### config.mk
export PLATFORM = sky130hd
export DESIGN_NAME = gls_guard_lock
export DESIGN_NICKNAME = d
export VERILOG_FILES = /design/src/gls_tick.v /design/src/gls_guard_lock.v
export VERILOG_INCLUDE_DIRS = /design/src
export SDC_FILE = /design/constraint.sdc
export NUM_CORES = 1
export LEC_CHECK = 0
export BUFFER_PORTS_ARGS = -buffer_cell sky130_fd_sc_hd__clkbuf_2
export CAP_MARGIN = 0
export CORE_MARGIN = 5
export CORE_UTILIZATION = 60
export CTS_CLUSTER_DIAMETER = 40
export CTS_CLUSTER_SIZE = 28
export DETAILED_ROUTE_END_ITERATION = 16
export PLACE_DENSITY_LB_ADDON = 0.3
export SETUP_SLACK_MARGIN = 0.4
export SKIP_LAST_GASP = 1
export SLEW_MARGIN = 30
export SYNTH_ARGS = -nofsm -noshare
export SYNTH_HDL_FRONTEND = slang
export SYNTH_HIERARCHICAL = 1
export SYNTH_SLANG_ARGS = --single-unit
### constraint.sdc
create_clock -name pclk -period 15.35 [get_ports pclk]
set_input_delay 0.7675 -clock pclk [delete_from_list [all_inputs] [get_ports pclk]]
set_output_delay 0.7675 -clock pclk [all_outputs]
set_load 0.02 [all_outputs]
### src/gls_defines.vh
// Operation
// - Feedback delay steps 10/50 ms, 0.5 s.
// - Feedback must follow drive within delay.
// - Spring option: de-energised magnet means locked.
// - Mandatory mode: door must open before relock.
// - No-door-sense: ignore door, use feedback only.
// - Fault flag high on fault when enabled.
// - Door open while locked is a fault.
// - With door: safe only closed and locked.
// - Without door: safe when locked, no fault.
// - Request rise drops safe before drive changes.
// - Drive releases only after release delay.
// - No-door-sense: relock as request falls.
// - Door sense: relock on withdrawal and closed.
// - Safe returns once relock is confirmed.
// - Release delay steps 100 ms, 0.5 s, 5 s.
// - Mandatory mode: fault if door never opened.
`ifndef GLS_DEFINES_VH
`define GLS_DEFINES_VH

// ----------------------------------------------------------------
// Register map
// ----------------------------------------------------------------
`define GLS_ADDR_CTRL     8'h00
`define GLS_ADDR_RELDLY   8'h04
`define GLS_ADDR_FBDLY    8'h08
`define GLS_ADDR_STATUS   8'h0c
`define GLS_ADDR_IRQ_STAT 8'h10
`define GLS_ADDR_IRQ_EN   8'h14
`define GLS_ADDR_IRQ_CLR  8'h18

// ----------------------------------------------------------------
// Control fields and reset values
// ----------------------------------------------------------------
`define GLS_CTRL_NDS      0
`define GLS_CTRL_MAND     1
`define GLS_CTRL_SPRING   2
`define GLS_CTRL_FEN      3
`define GLS_CTRL_FCLR     4
`define GLS_CTRL_RST      4'h4
`define GLS_RELDLY_RST    5'h05
`define GLS_FBDLY_RST     5'h09

// ----------------------------------------------------------------
// Interrupt event bits
// ----------------------------------------------------------------
`define GLS_EV_FAULT      0
`define GLS_EV_SAFE_UP    1
`define GLS_EV_SAFE_DN    2
`define GLS_EV_DRIVE      3

// ----------------------------------------------------------------
// Timing
// ----------------------------------------------------------------
`define GLS_CLK_PERIOD_NS 40
`define GLS_TICK_NS       1000000
`define GLS_TICK_CYCLES   (`GLS_TICK_NS / `GLS_CLK_PERIOD_NS)

// Release delay table: three ranges, index breaks at 10 and 28.
`define GLS_RD_BRK1       5'd10
`define GLS_RD_BRK2       5'd28
`define GLS_RD_STEP1_MS   15'd100
`define GLS_RD_BASE2_MS   15'd1500
`define GLS_RD_STEP2_MS   15'd500
`define GLS_RD_BASE3_MS   15'd15000
`define GLS_RD_STEP3_MS   15'd5000

// Feedback delay table: three ranges, index breaks at 9 and 27.
`define GLS_FD_BRK1       5'd9
`define GLS_FD_BRK2       5'd27
`define GLS_FD_STEP1_MS   15'd10
`define GLS_FD_BASE2_MS   15'd150
`define GLS_FD_STEP2_MS   15'd50
`define GLS_FD_BASE3_MS   15'd1500
`define GLS_FD_STEP3_MS   15'd500

`endif

### src/gls_tick.v
`timescale 1ns/100ps
`default_nettype none

// ----------------------------------------------------------------
// Millisecond enable divider
// ----------------------------------------------------------------
module gls_tick #(
  parameter DIV = 25000
) (
  input  wire pclk,
  input  wire presetn,
  output reg  tick_q
);

  reg [15:0] cnt_q;

  always @(posedge pclk or negedge presetn) begin
    if (!presetn) begin
      cnt_q  <= 16'h0000;
      tick_q <= 1'b0;
    end else if (cnt_q == DIV[15:0] - 16'h0001) begin
      cnt_q  <= 16'h0000;
      tick_q <= 1'b1;
    end else begin
      cnt_q  <= cnt_q + 16'h0001;
      tick_q <= 1'b0;
    end
  end

endmodule // gls_tick

`default_nettype wire

### src/gls_guard_lock.v
// Local design decisions: the APB slave port and the register addresses.
`timescale 1ns/100ps
`default_nettype none
`include "gls_defines.vh"

module gls_guard_lock #(
  parameter TICK_CYCLES = `GLS_TICK_CYCLES
) (
  input  wire        pclk,
  input  wire        presetn,
  input  wire        psel,
  input  wire        penable,
  input  wire        pwrite,
  input  wire [7:0]  paddr,
  input  wire [31:0] pwdata,
  output reg  [31:0] prdata,
  output reg         pready,
  output reg         pslverr,
  input  wire        release_req,
  input  wire        magnet_fbk,
  input  wire        door_closed,
  output reg         magnet_drive,
  output reg         safe_out,
  output reg         fault_flag,
  output reg         irq
);

  // --------------------------------------------------------------
  // States
  // --------------------------------------------------------------
  localparam [2:0] S_INIT   = 3'd0;
  localparam [2:0] S_LOCKED = 3'd1;
  localparam [2:0] S_DELAY  = 3'd2;
  localparam [2:0] S_OPEN   = 3'd3;
  localparam [2:0] S_RELOCK = 3'd4;
  localparam [2:0] S_FAULT  = 3'd5;

  reg  [2:0]  sync1_q;
  reg  [2:0]  sync2_q;
  reg  [3:0]  ctrl_q;
  reg  [4:0]  reldly_q;
  reg  [4:0]  fbdly_q;
  reg  [3:0]  ist_q;
  reg  [3:0]  ien_q;
  reg  [2:0]  state_q;
  reg  [2:0]  state_d;
  reg         drive_d;
  reg         safe_d;
  reg         fault_q;
  reg         fset;
  reg         dseen_q;
  reg         dseen_d;
  reg  [14:0] dly_cnt_q;
  reg  [14:0] fb_cnt_q;
  reg         fb_pend_q;
  reg  [1:0]  warm_q;
  reg  [3:0]  ist_d;
  reg  [31:0] rdata_d;
  reg         rerr_d;
  wire        tick;
  wire [2:0]  pin_in;

  // --------------------------------------------------------------
  // Input synchronisers
  // --------------------------------------------------------------
  assign pin_in = {door_closed, magnet_fbk, release_req};

  genvar gi;
  generate
    for (gi = 0; gi < 3; gi = gi + 1) begin : g_sync
      always @(posedge pclk or negedge presetn) begin
        if (!presetn) begin
          sync1_q[gi] <= 1'b0;
          sync2_q[gi] <= 1'b0;
        end else begin
          sync1_q[gi] <= pin_in[gi];
          sync2_q[gi] <= sync1_q[gi];
        end
      end
    end
  endgenerate

  wire req  = sync2_q[0];
  wire fbk  = sync2_q[1];
  wire door = sync2_q[2];

  gls_tick #(
    .DIV     (TICK_CYCLES)
  ) u_tick (
    .pclk    (pclk),
    .presetn (presetn),
    .tick_q  (tick)
  );

  // --------------------------------------------------------------
  // Delay tables
  // --------------------------------------------------------------
  function [14:0] rel_ms;
    input [4:0] i;
    begin
      if (i <= `GLS_RD_BRK1) begin
        rel_ms = `GLS_RD_STEP1_MS * {10'd0, i};
      end else if (i <= `GLS_RD_BRK2) begin
        rel_ms = `GLS_RD_BASE2_MS +
                 `GLS_RD_STEP2_MS * {10'd0, i - 5'd11};
      end else begin
        rel_ms = `GLS_RD_BASE3_MS +
                 `GLS_RD_STEP3_MS * {10'd0, i - 5'd29};
      end
    end
  endfunction

  function [14:0] fb_ms;
    input [4:0] i;
    begin
      if (i <= `GLS_FD_BRK1) begin
        fb_ms = `GLS_FD_STEP1_MS * {10'd0, i + 5'd1};
      end else if (i <= `GLS_FD_BRK2) begin
        fb_ms = `GLS_FD_BASE2_MS +
                `GLS_FD_STEP2_MS * {10'd0, i - 5'd10};
      end else begin
        fb_ms = `GLS_FD_BASE3_MS +
                `GLS_FD_STEP3_MS * {10'd0, i - 5'd28};
      end
    end
  endfunction

  wire [14:0] rel_lim = rel_ms(reldly_q);
  wire [14:0] fb_lim  = fb_ms(fbdly_q);

  // --------------------------------------------------------------
  // Mode decode and supervision terms
  // --------------------------------------------------------------
  wire nds      = ctrl_q[`GLS_CTRL_NDS];
  wire mand     = ctrl_q[`GLS_CTRL_MAND] & ~nds;
  wire spring   = ctrl_q[`GLS_CTRL_SPRING];
  wire lock_lvl = ~spring;
  wire rel_lvl  = spring;
  wire door_ok  = nds | door;
  wire fbk_lock = (fbk == lock_lvl);

  // The timers count whole millisecond ticks, so the first tick may
  // be partial; comparing with greater-than keeps both limits honest.
  wire dly_done = (rel_lim == 15'd0) | (dly_cnt_q > rel_lim);
  wire fb_err   = fb_pend_q ? (fb_cnt_q > fb_lim)
                            : (fbk != magnet_drive);
  wire door_err = ~nds & ~door &
                  ((state_q == S_LOCKED) | (state_q == S_DELAY));

  // --------------------------------------------------------------
  // Sequencer
  // --------------------------------------------------------------
  always @* begin
    state_d = state_q;
    drive_d = magnet_drive;
    safe_d  = 1'b0;
    fset    = 1'b0;
    dseen_d = dseen_q;
    case (state_q)
      S_INIT: begin
        drive_d = lock_lvl;
        if (fault_q) begin
          state_d = S_FAULT;
        end else if (!req && fbk_lock && door_ok && !fb_pend_q) begin
          state_d = S_LOCKED;
          safe_d  = 1'b1;
        end
      end
      S_LOCKED: begin
        drive_d = lock_lvl;
        if (req) begin
          state_d = S_DELAY;
        end else begin
          safe_d = fbk_lock & door_ok;
        end
      end
      S_DELAY: begin
        if (!req) begin
          state_d = S_LOCKED;
          safe_d  = fbk_lock & door_ok;
        end else if (dly_done) begin
          drive_d = rel_lvl;
          dseen_d = 1'b0;
          state_d = S_OPEN;
        end
      end
      S_OPEN: begin
        drive_d = rel_lvl;
        if (!nds && !door) begin
          dseen_d = 1'b1;
        end
        if (!req && door_ok) begin
          drive_d = lock_lvl;
          state_d = S_RELOCK;
        end
      end
      S_RELOCK: begin
        drive_d = lock_lvl;
        if (req) begin
          state_d = S_DELAY;
        end else if (fbk_lock && door_ok && !fb_pend_q) begin
          if (mand && !dseen_q) begin
            fset = 1'b1;
          end else begin
            state_d = S_LOCKED;
            safe_d  = 1'b1;
          end
        end
      end
      S_FAULT: begin
        drive_d = lock_lvl;
        if (!fault_q) begin
          state_d = S_INIT;
        end
      end
      default: begin
        state_d = S_INIT;
        drive_d = lock_lvl;
      end
    endcase
    if (fb_err || door_err || fset) begin
      state_d = S_FAULT;
      drive_d = lock_lvl;
      safe_d  = 1'b0;
    end
  end

  wire fclr_wr = psel & penable & pready & pwrite &
                 (paddr == `GLS_ADDR_CTRL) & pwdata[`GLS_CTRL_FCLR];
  wire f_any   = fb_err | door_err | fset;

  // --------------------------------------------------------------
  // State, timers and outputs
  // --------------------------------------------------------------
  // Drive resets to zero, the locking level for the spring option;
  // without it the lock is applied one cycle after reset release.
  always @(posedge pclk or negedge presetn) begin
    if (!presetn) begin
      state_q      <= S_INIT;
      magnet_drive <= 1'b0;
      safe_out     <= 1'b0;
      fault_q      <= 1'b0;
      fault_flag   <= 1'b0;
      dseen_q      <= 1'b0;
      dly_cnt_q    <= 15'd0;
      fb_cnt_q     <= 15'd0;
      fb_pend_q    <= 1'b1;
      warm_q       <= 2'h0;
    end else begin
      state_q      <= state_d;
      warm_q       <= {warm_q[0], 1'b1};
      magnet_drive <= drive_d;
      safe_out     <= safe_d & ~f_any & ~fault_q;
      dseen_q      <= dseen_d;
      if (f_any) begin
        fault_q <= 1'b1;
      end else if (fclr_wr) begin
        fault_q <= 1'b0;
      end
      fault_flag <= ctrl_q[`GLS_CTRL_FEN] & (fault_q | f_any);
      if (state_q != S_DELAY) begin
        dly_cnt_q <= 15'd0;
      end else if (tick && dly_cnt_q != 15'h7fff) begin
        dly_cnt_q <= dly_cnt_q + 15'd1;
      end
      // The synchronisers reset to zero, not to the pin level, so the
      // feedback check ignores them until two real samples are in.
      if (drive_d != magnet_drive) begin
        fb_pend_q <= 1'b1;
        fb_cnt_q  <= 15'd0;
      end else if (fb_pend_q && warm_q[1] && fbk == magnet_drive) begin
        fb_pend_q <= 1'b0;
      end else if (fb_pend_q && tick && fb_cnt_q != 15'h7fff) begin
        fb_cnt_q <= fb_cnt_q + 15'd1;
      end
    end
  end

  // --------------------------------------------------------------
  // Interrupt status
  // --------------------------------------------------------------
  wire       safe_nx = safe_d & ~f_any & ~fault_q;
  wire [3:0] ev;

  assign ev[`GLS_EV_FAULT]   = f_any & ~fault_q;
  assign ev[`GLS_EV_SAFE_UP] = ~safe_out & safe_nx;
  assign ev[`GLS_EV_SAFE_DN] = safe_out & ~safe_nx;
  assign ev[`GLS_EV_DRIVE]   = drive_d != magnet_drive;

  wire [3:0] iclr = (psel & penable & pready & pwrite &
                     (paddr == `GLS_ADDR_IRQ_CLR)) ? pwdata[3:0] : 4'h0;

  always @* begin
    ist_d = (ist_q & ~iclr) | ev; // Set wins over clear.
  end

  always @(posedge pclk or negedge presetn) begin
    if (!presetn) begin
      ist_q <= 4'h0;
      irq   <= 1'b0;
    end else begin
      ist_q <= ist_d;
      irq   <= |(ist_d & ien_q);
    end
  end

  // --------------------------------------------------------------
  // APB slave
  // --------------------------------------------------------------
  // Zero wait: the answer is ready in the first access cycle, so
  // read data is prepared during the setup cycle.
  always @* begin
    rdata_d = 32'h0000_0000;
    rerr_d  = 1'b0;
    if (paddr == `GLS_ADDR_CTRL) begin
      rdata_d[3:0] = ctrl_q;
    end else if (paddr == `GLS_ADDR_RELDLY) begin
      rdata_d[4:0] = reldly_q;
    end else if (paddr == `GLS_ADDR_FBDLY) begin
      rdata_d[4:0] = fbdly_q;
    end else if (paddr == `GLS_ADDR_STATUS) begin
      rdata_d[9:0] = {req, door, fbk, dseen_q, fault_q, safe_out,
                      magnet_drive, state_q};
    end else if (paddr == `GLS_ADDR_IRQ_STAT) begin
      rdata_d[3:0] = ist_q;
    end else if (paddr == `GLS_ADDR_IRQ_EN) begin
      rdata_d[3:0] = ien_q;
    end else if (paddr == `GLS_ADDR_IRQ_CLR) begin
      rdata_d = 32'h0000_0000;
    end else begin
      rerr_d = 1'b1;
    end
  end

  wire wr = psel & penable & pready & pwrite & ~pslverr;

  always @(posedge pclk or negedge presetn) begin
    if (!presetn) begin
      pready   <= 1'b0;
      pslverr  <= 1'b0;
      prdata   <= 32'h0000_0000;
      ctrl_q   <= `GLS_CTRL_RST;
      reldly_q <= `GLS_RELDLY_RST;
      fbdly_q  <= `GLS_FBDLY_RST;
      ien_q    <= 4'h0;
    end else begin
      pready  <= psel & ~penable;
      pslverr <= psel & ~penable & rerr_d;
      if (psel && !penable && !pwrite) begin
        prdata <= rdata_d;
      end
      if (wr && paddr == `GLS_ADDR_CTRL) begin
        ctrl_q <= pwdata[3:0];
      end
      if (wr && paddr == `GLS_ADDR_RELDLY) begin
        reldly_q <= pwdata[4:0];
      end
      if (wr && paddr == `GLS_ADDR_FBDLY) begin
        fbdly_q <= pwdata[4:0];
      end
      if (wr && paddr == `GLS_ADDR_IRQ_EN) begin
        ien_q <= pwdata[3:0];
      end
    end
  end

endmodule // gls_guard_lock

`default_nettype wire

* Word-level counts from Yosys, hierarchy flattened *
Cells that the tools add are included.

operators by class
  multiply operators = 6
  reductions and logical operators = 41
  magnitude comparators = 6
  mux-type cells = 75
  bitwise gates (word level) = 38
  $add $sub $neg = 12
  eq/ne operators = 30

operators with widths
  kind                                              number
  two-way mux 32 bit                                6
  two-way mux 15 bit                                9
  two-way mux 28 bit                                3
  two-way mux 27 bit                                2
  two-way mux 3 bit                                 11
  two-way mux 1 bit                                 31
  adder 11 x 14 -> 15 bit, first input constant     2
  adder 15 x 1 -> 15 bit, second input constant     2
  greater-than comparator 15 bit                    2
  inequality test 15 bit, second input constant     2
  == test 8 x 5 -> 1 bit, second input constant     3
  multiplier 7 x 5 -> 12 bit, first input constant  2
  two-way mux 22 bit                                1
  multiplier 5 x 5 -> 10 bit, first input constant  2
  bitwise AND 1 bit                                 19
  logical AND 1 bit                                 19
  one-hot mux 3 bit (6 select lines)                1
  adder 16 x 1 -> 16 bit, second input constant     1
  == test 16 x 15 -> 1 bit, second input constant   1
  == test 8 x 4 -> 1 bit, second input constant     2
  two-way mux 16 bit                                1
  two-way mux 4 bit                                 4
  adder 14 x 15 -> 15 bit, first input constant     1
  zero test 15 bit                                  1
  38 further kinds                                  80

word-level totals
  output and inout bits = 38
  word-level logic and storage cells = 235
  input bits = 48
  register bits = 121

* Depth between registers and ports, before layout *
  depth in word-level cells = 17
  mapped depth = 33
  mapped depth without buffers = 30

* Modules after synthesis *
The synthesis kept the hierarchy.

by module, submodules not included
  module          times used  cells an instance  seq. area each (um^2)  area each (um^2)
  gls_guard_lock  1           1023               2059.5                 9225.1
  gls_tick        1           65                 425.4                  767.0

* Least setup slack after synthesis *
Ideal clock, no wire load.

  path kind = reg2reg
  from = register fbdly_q[2]
  to = register fb_cnt_q[10]
  path slack = 8741 ps
  clock period less this slack = 6609 ps
  path buffers = 4
  stages on the path, launching flop included = 34
  arrival = 6481 ps
  setup time = 128 ps
  path through = dfrtp_1 clkbuf_1 inv_1 ha_1 inv_1 ha_1 xnor2_1 fa_1 inv_1 fa_1 inv_1 ha_1 o21ai_0 a21boi_0 o21ai_0 nand2b_1 a21o_1 a21oi_1 xnor2_1 xnor2_1 nand2_1 ha_1 nand4_1 nor2_1 and3_1 a41o_1 a31oi_1 nand3b_1 clkbuf_1 o31ai_1 o311a_1 buf_4 buf_2 a21oi_2

on the way
  longest elaborated chain between the ends = 13
  elaborated cells between the ends (all ways) = 22
  those cells by class = add/sub (5); mul (3); order compare (3); eq/ne (2); mux (5); reduce/logical (4)

RTL lines
  item                                                                                       line                                        source
  from (decl)                                                                                gls_guard_lock.v:42                         reg [4:0] fbdly_q;
  from (signal assigned)                                                                     gls_guard_lock.v:344                        fbdly_q <= `GLS_FBDLY_RST;
  from (signal assigned)                                                                     gls_guard_lock.v:359                        fbdly_q <= pwdata[4:0];
  subtractor 5 bit or subtractor 5 x 4 -> 5 bit (tied branches)                              gls_guard_lock.v:123, gls_guard_lock.v:120
  multiplier 7 x 5 -> 12 bit (no source line) or multiplier 5 x 5 -> 10 bit (tied branches)  -
  adder 11 x 14 -> 15 bit (no source line) or adder 8 x 11 -> 12 bit (tied branches)         -
  two-way mux 15 bit                                                                         gls_guard_lock.v:118                        end else if (i <= `GLS_FD_BRK2) begin
  two-way mux 15 bit *                                                                       gls_guard_lock.v:116                        if (i <= `GLS_FD_BRK1) begin
  greater-than comparator 15 bit *                                                           gls_guard_lock.v:145                        wire fb_err = fb_pend_q ? (fb_cnt_q > fb_lim)
  two-way mux 1 bit *                                                                        gls_guard_lock.v:145
  logical OR 1 bit * (2 in a row)                                                            gls_guard_lock.v:221                        if (fb_err || door_err || fset) begin
  two-way mux 1 bit *                                                                        gls_guard_lock.v:221
  inequality test 1 bit *                                                                    gls_guard_lock.v:268                        if (drive_d != magnet_drive) begin
  inequality test 2 bit (no source line) or nonzero test 2 bit (tied branches)               -
  AND reduction 2 bit (no source line)                                                       -
  to (signal assigned)                                                                       gls_guard_lock.v:274                        fb_cnt_q <= fb_cnt_q + 15'd1;
  to (decl)                                                                                  gls_guard_lock.v:54                         reg [14:0] fb_cnt_q;

Every way passes the cells marked *; elsewhere a longest branch is shown, timed or not.
A chain may end at the register's enable or synchronous reset.

* Worst setup path after layout *
  from = register fbdly_q[2]
  to = register irq

on the way
  longest elaborated chain between the ends = 17
  elaborated cells between the ends (all ways) = 31
  those cells by class = add/sub (5); mul (3); order compare (3); eq/ne (1); mux (5); bitwise (11); reduce/logical (3)

RTL lines
  item                                                                                       line                                        source
  subtractor 5 bit or subtractor 5 x 4 -> 5 bit (tied branches)                              gls_guard_lock.v:123, gls_guard_lock.v:120
  multiplier 7 x 5 -> 12 bit (no source line) or multiplier 5 x 5 -> 10 bit (tied branches)  -
  adder 11 x 14 -> 15 bit (no source line) or adder 8 x 11 -> 12 bit (tied branches)         -
  two-way mux 15 bit                                                                         gls_guard_lock.v:118
  two-way mux 15 bit *                                                                       gls_guard_lock.v:116
  greater-than comparator 15 bit *                                                           gls_guard_lock.v:145
  two-way mux 1 bit *                                                                        gls_guard_lock.v:145
  bitwise OR 1 bit or logical OR 1 bit (tied branches) (2 in a row)                          gls_guard_lock.v:230, gls_guard_lock.v:221
  inverter 1 bit or two-way mux 1 bit (tied branches)                                        gls_guard_lock.v:282, gls_guard_lock.v:221
  bitwise AND 1 bit (2 in a row)                                                             gls_guard_lock.v:282                        wire safe_nx = safe_d & ~f_any & ~fault_q;
  inverter 1 bit                                                                             gls_guard_lock.v:287                        assign ev[`GLS_EV_SAFE_DN] = safe_out & ~safe_nx;
  bitwise AND 1 bit                                                                          gls_guard_lock.v:287
  bitwise OR 4 bit *                                                                         gls_guard_lock.v:294                        ist_d = (ist_q & ~iclr) | ev;
  bitwise AND 4 bit *                                                                        gls_guard_lock.v:303                        irq <= |(ist_d & ien_q);
  OR reduction 4 bit *                                                                       gls_guard_lock.v:303
  to (signal assigned)                                                                       gls_guard_lock.v:303
  to (decl)                                                                                  gls_guard_lock.v:25                         output reg irq

Marks and branches as above.

==> impl_metrics.ini <==
[placement]
placedCellCount = 1314
place.gp.congestion = 0.901
hpwl_um = 16300
io_buffers = 36

[synthesis]
synth-edff-count = 0
ys_ff_latch = 99
syn_area_per_cell_um2 = 9.18
synth_area_leaders = dfrtp_1 23%, ha_1 18%, xnor2_1 5.7%
yosysTopAreaCell = dfrtp_1
synthFlopType = dfrtp_1
async_flop_share_pct = 100
seq_area_frac_synth_pct = 24.9
ys_types = 86
synthCells = 1088
ys_warn_count = 6
synth.cell_area_um2 = 9990
synth_top_area_share_pct = 23.3

[sta]
fin_crit_ns = 7.67
final.setup.tns_ns = 0
maxSlewHeadroom_pct = 41.2
finalCritPeriodShare_pct = 50.0
tightest_slew_ns = 0.875
max_freq_ghz = 0.130
fin_skew_ns = 0.0106
setup_viol = 0
rsz0062_at_grt = no
final_max_slew_viol_count = 0
final_hold_viol_count = 0

[die]
core_area_um2 = 16500
die_h_um = 139
rows = 47
ios = 86
initial_core_util_pct = 60.7
die_area_um2 = 19300
dieWidth_um = 139

[power]
ir_drop_v = 0.000110
finalPower_mw = 0.616
leakage_nw = 4.96
swShare_pct = 28.7
power.internal_mw = 0.440
power_density_nw_per_um2 = 58.3
power_frac_seq_pct = 46.1
p_comb_share_pct = 15.4
pwr-share-clk_pct = 38.5
net-switching-power_mw = 0.176

[worst_setup_path]
cp_slowest_cell = dfrtp_1
worstSetupPathType = register to register
cpPeakStageDelay_ns = 0.64
required_ns = 15.59
crit_path_start_kind = register
cp-end-kind = register
arrival_ns = 7.91
worstPathMaxFanout = 18

[global_route]
grt_pass1_wl_um = 36000
grt_max_degree = 60
antenna_found_initial = 0
grt-ovfl-total = 0
gr-usage-all-layers_pct = 21.9
first_global_vias = 7614

[cts]
cts_tree = done
cts_root_buf = clkbuf_16
h-tree-depth = 3
clock_sinks = 99
cts_buffer_depth = 2
cts_setup_buffers = 0
clock_latency_ns = 0.35
holdBufCountCts = 0
cts_resized = 0
cts_buffers = 9
clkTransAtPathRegs_ns = 0.07

[detailed_routing]
viasPerCell = 5.83
drt-initial-drc-count = 476
ant_nets = 0
via_count = 7758
first_pass_iters = 5
wl_um = 21000
wl_per_cell_um = 15.8
drcViolationCount = 0

[final_layout]
n_fill_cell = 1400
final_common_cell = ha_1
fin_cells = 1330
nets = 1324
layout_common_cells = 146 x ha_1, 93 x dfrtp_1, 77 x inv_1, 77 x nand2_1, 74 x nor2_1
n_antenna_cell = 0
syn_to_final_growth_pct = 5.68
layout-drive-gt1-share_pct = 10.5

[hold_path]
hp-class = register to register

[flow_run]
maxCapViolCount = 0

[run_status]
status = completed
-- path summary, 6_finish.rpt --
| kind | start | end | slack, ns | cells past startpoint |
|---|---|---|---|---|
| min reg2reg | sync1_q[1] | fbk | 0.35 | 0 |
| max in group asynchronous | presetn | dly_cnt_q[10] | 13.82 | 2 |
| min in group asynchronous | presetn | fb_cnt_q[10] | 0.40 | 1 |
| min | sync1_q[1] | fbk | 0.35 | 0 |
| max reg2reg | fbdly_q[2] | irq | 7.68 | 29 |
| max | fbdly_q[2] | irq | 7.68 | 29 |
-- critical path, delay by kind of cell (launching register included) --
family | cells | cell delay (ns)
buf+inv | 4 | 0.50
compound gates | 9 | 2.16
xor+xnor | 3 | 0.82
flops | 1 | 0.64
simple gates | 7 | 1.19
fa+ha+maj | 6 | 2.23
-- layer usage --
metal / wire length, um / share of wire, % / global-route usage [%] / vias to the layer above
met5: 0 / 0 / 0 / -
met4: 311 / 1.5 / 5.05 / 0
met3: 675 / 3.2 / 2.38 / 31
met2: 10000 / 48 / 36.8 / 135
met1: 10000 / 48 / 30.5 / 3744
li1: - / - / - / 3848
-- final cells by class --
cell class                      count  area [um^2]  share of cell area (%)
Tap cell                          220          275                    2.61
Multi-Input combinational cell    880         6990                    66.2
Timing Repair Buffer               37          190                    1.80
Clock buffer                       10          239                    2.26
Inverter                           78          293                    2.77
Sequential cell                    99         2480                    23.5
Clock inverter                      6         83.8                   0.794
-- cells in the mapped netlist (8+ instances only) --
library cell,n
a211oi_1,10
a21boi_0,8
a21o_1,20
a21oi_1,59
a21oi_2,10
a22o_1,11
and3_1,8
buf_4,25
clkbuf_1,20
dfrtp_1,93
fa_1,25
ha_1,146
inv_1,77
mux2_2,18
mux2i_1,10
nand2_1,77
nand2b_1,8
nand3_1,36
nand4_1,18
nor2_1,75
nor2b_1,12
nor3_1,17
o211ai_1,10
o21a_1,8
o21ai_0,35
xnor2_1,65
xor2_1,55
-- sequential cells by signal, summed over array words and instances, names as in the netlist, 2 cells and up --
signal / flops
state_q: 3
dly_cnt_q: 15
sync1_q: 3
u_tick/cnt_q: 16
fb_cnt_q: 15
fbdly_q: 5
ctrl_q: 4
ien_q: 4
warm_q: 2
reldly_q: 5
prdata: 10
ist_q: 4
-- logic make-up after synthesis --
kind of cell / Yosys count / synth area share, %
compound gates: 239 / 17.1
xor+xnor: 120 / 10.5
fa+ha+maj: 171 / 23.3
buf+inv: 130 / 6.10
flops: 99 / 24.9
mux: 28 / 3.03
other cells: 2 / 0.0752
simple gates: 299 / 15.1
-- power by group through the flow --
stage,clock (mW),sequential [mW],combinational (mW)
global placement,0,0.288,0.0917
floorplan,0,0.278,0.0825
global route,0.255,0.285,0.106
detailed placement,0,0.288,0.0936
finish,0.237,0.284,0.0949
CTS,0.242,0.283,0.0944
-- per-stage QoR --
stage	utilization (%)	area, um^2	setup WS, ns	hold slack [ns]
after detailed placement	62.1	10200	7.46	0.336
final	64.1	10600	7.68	0.353
after floorplan	-	10100	8.74	0.331
after global routing	64.1	10600	7.15	0.366
after global placement	62.1	10200	7.54	0.332
after CTS	64.1	10600	7.39	0.352
Note: power is estimated with default switching activity, not from simulation.
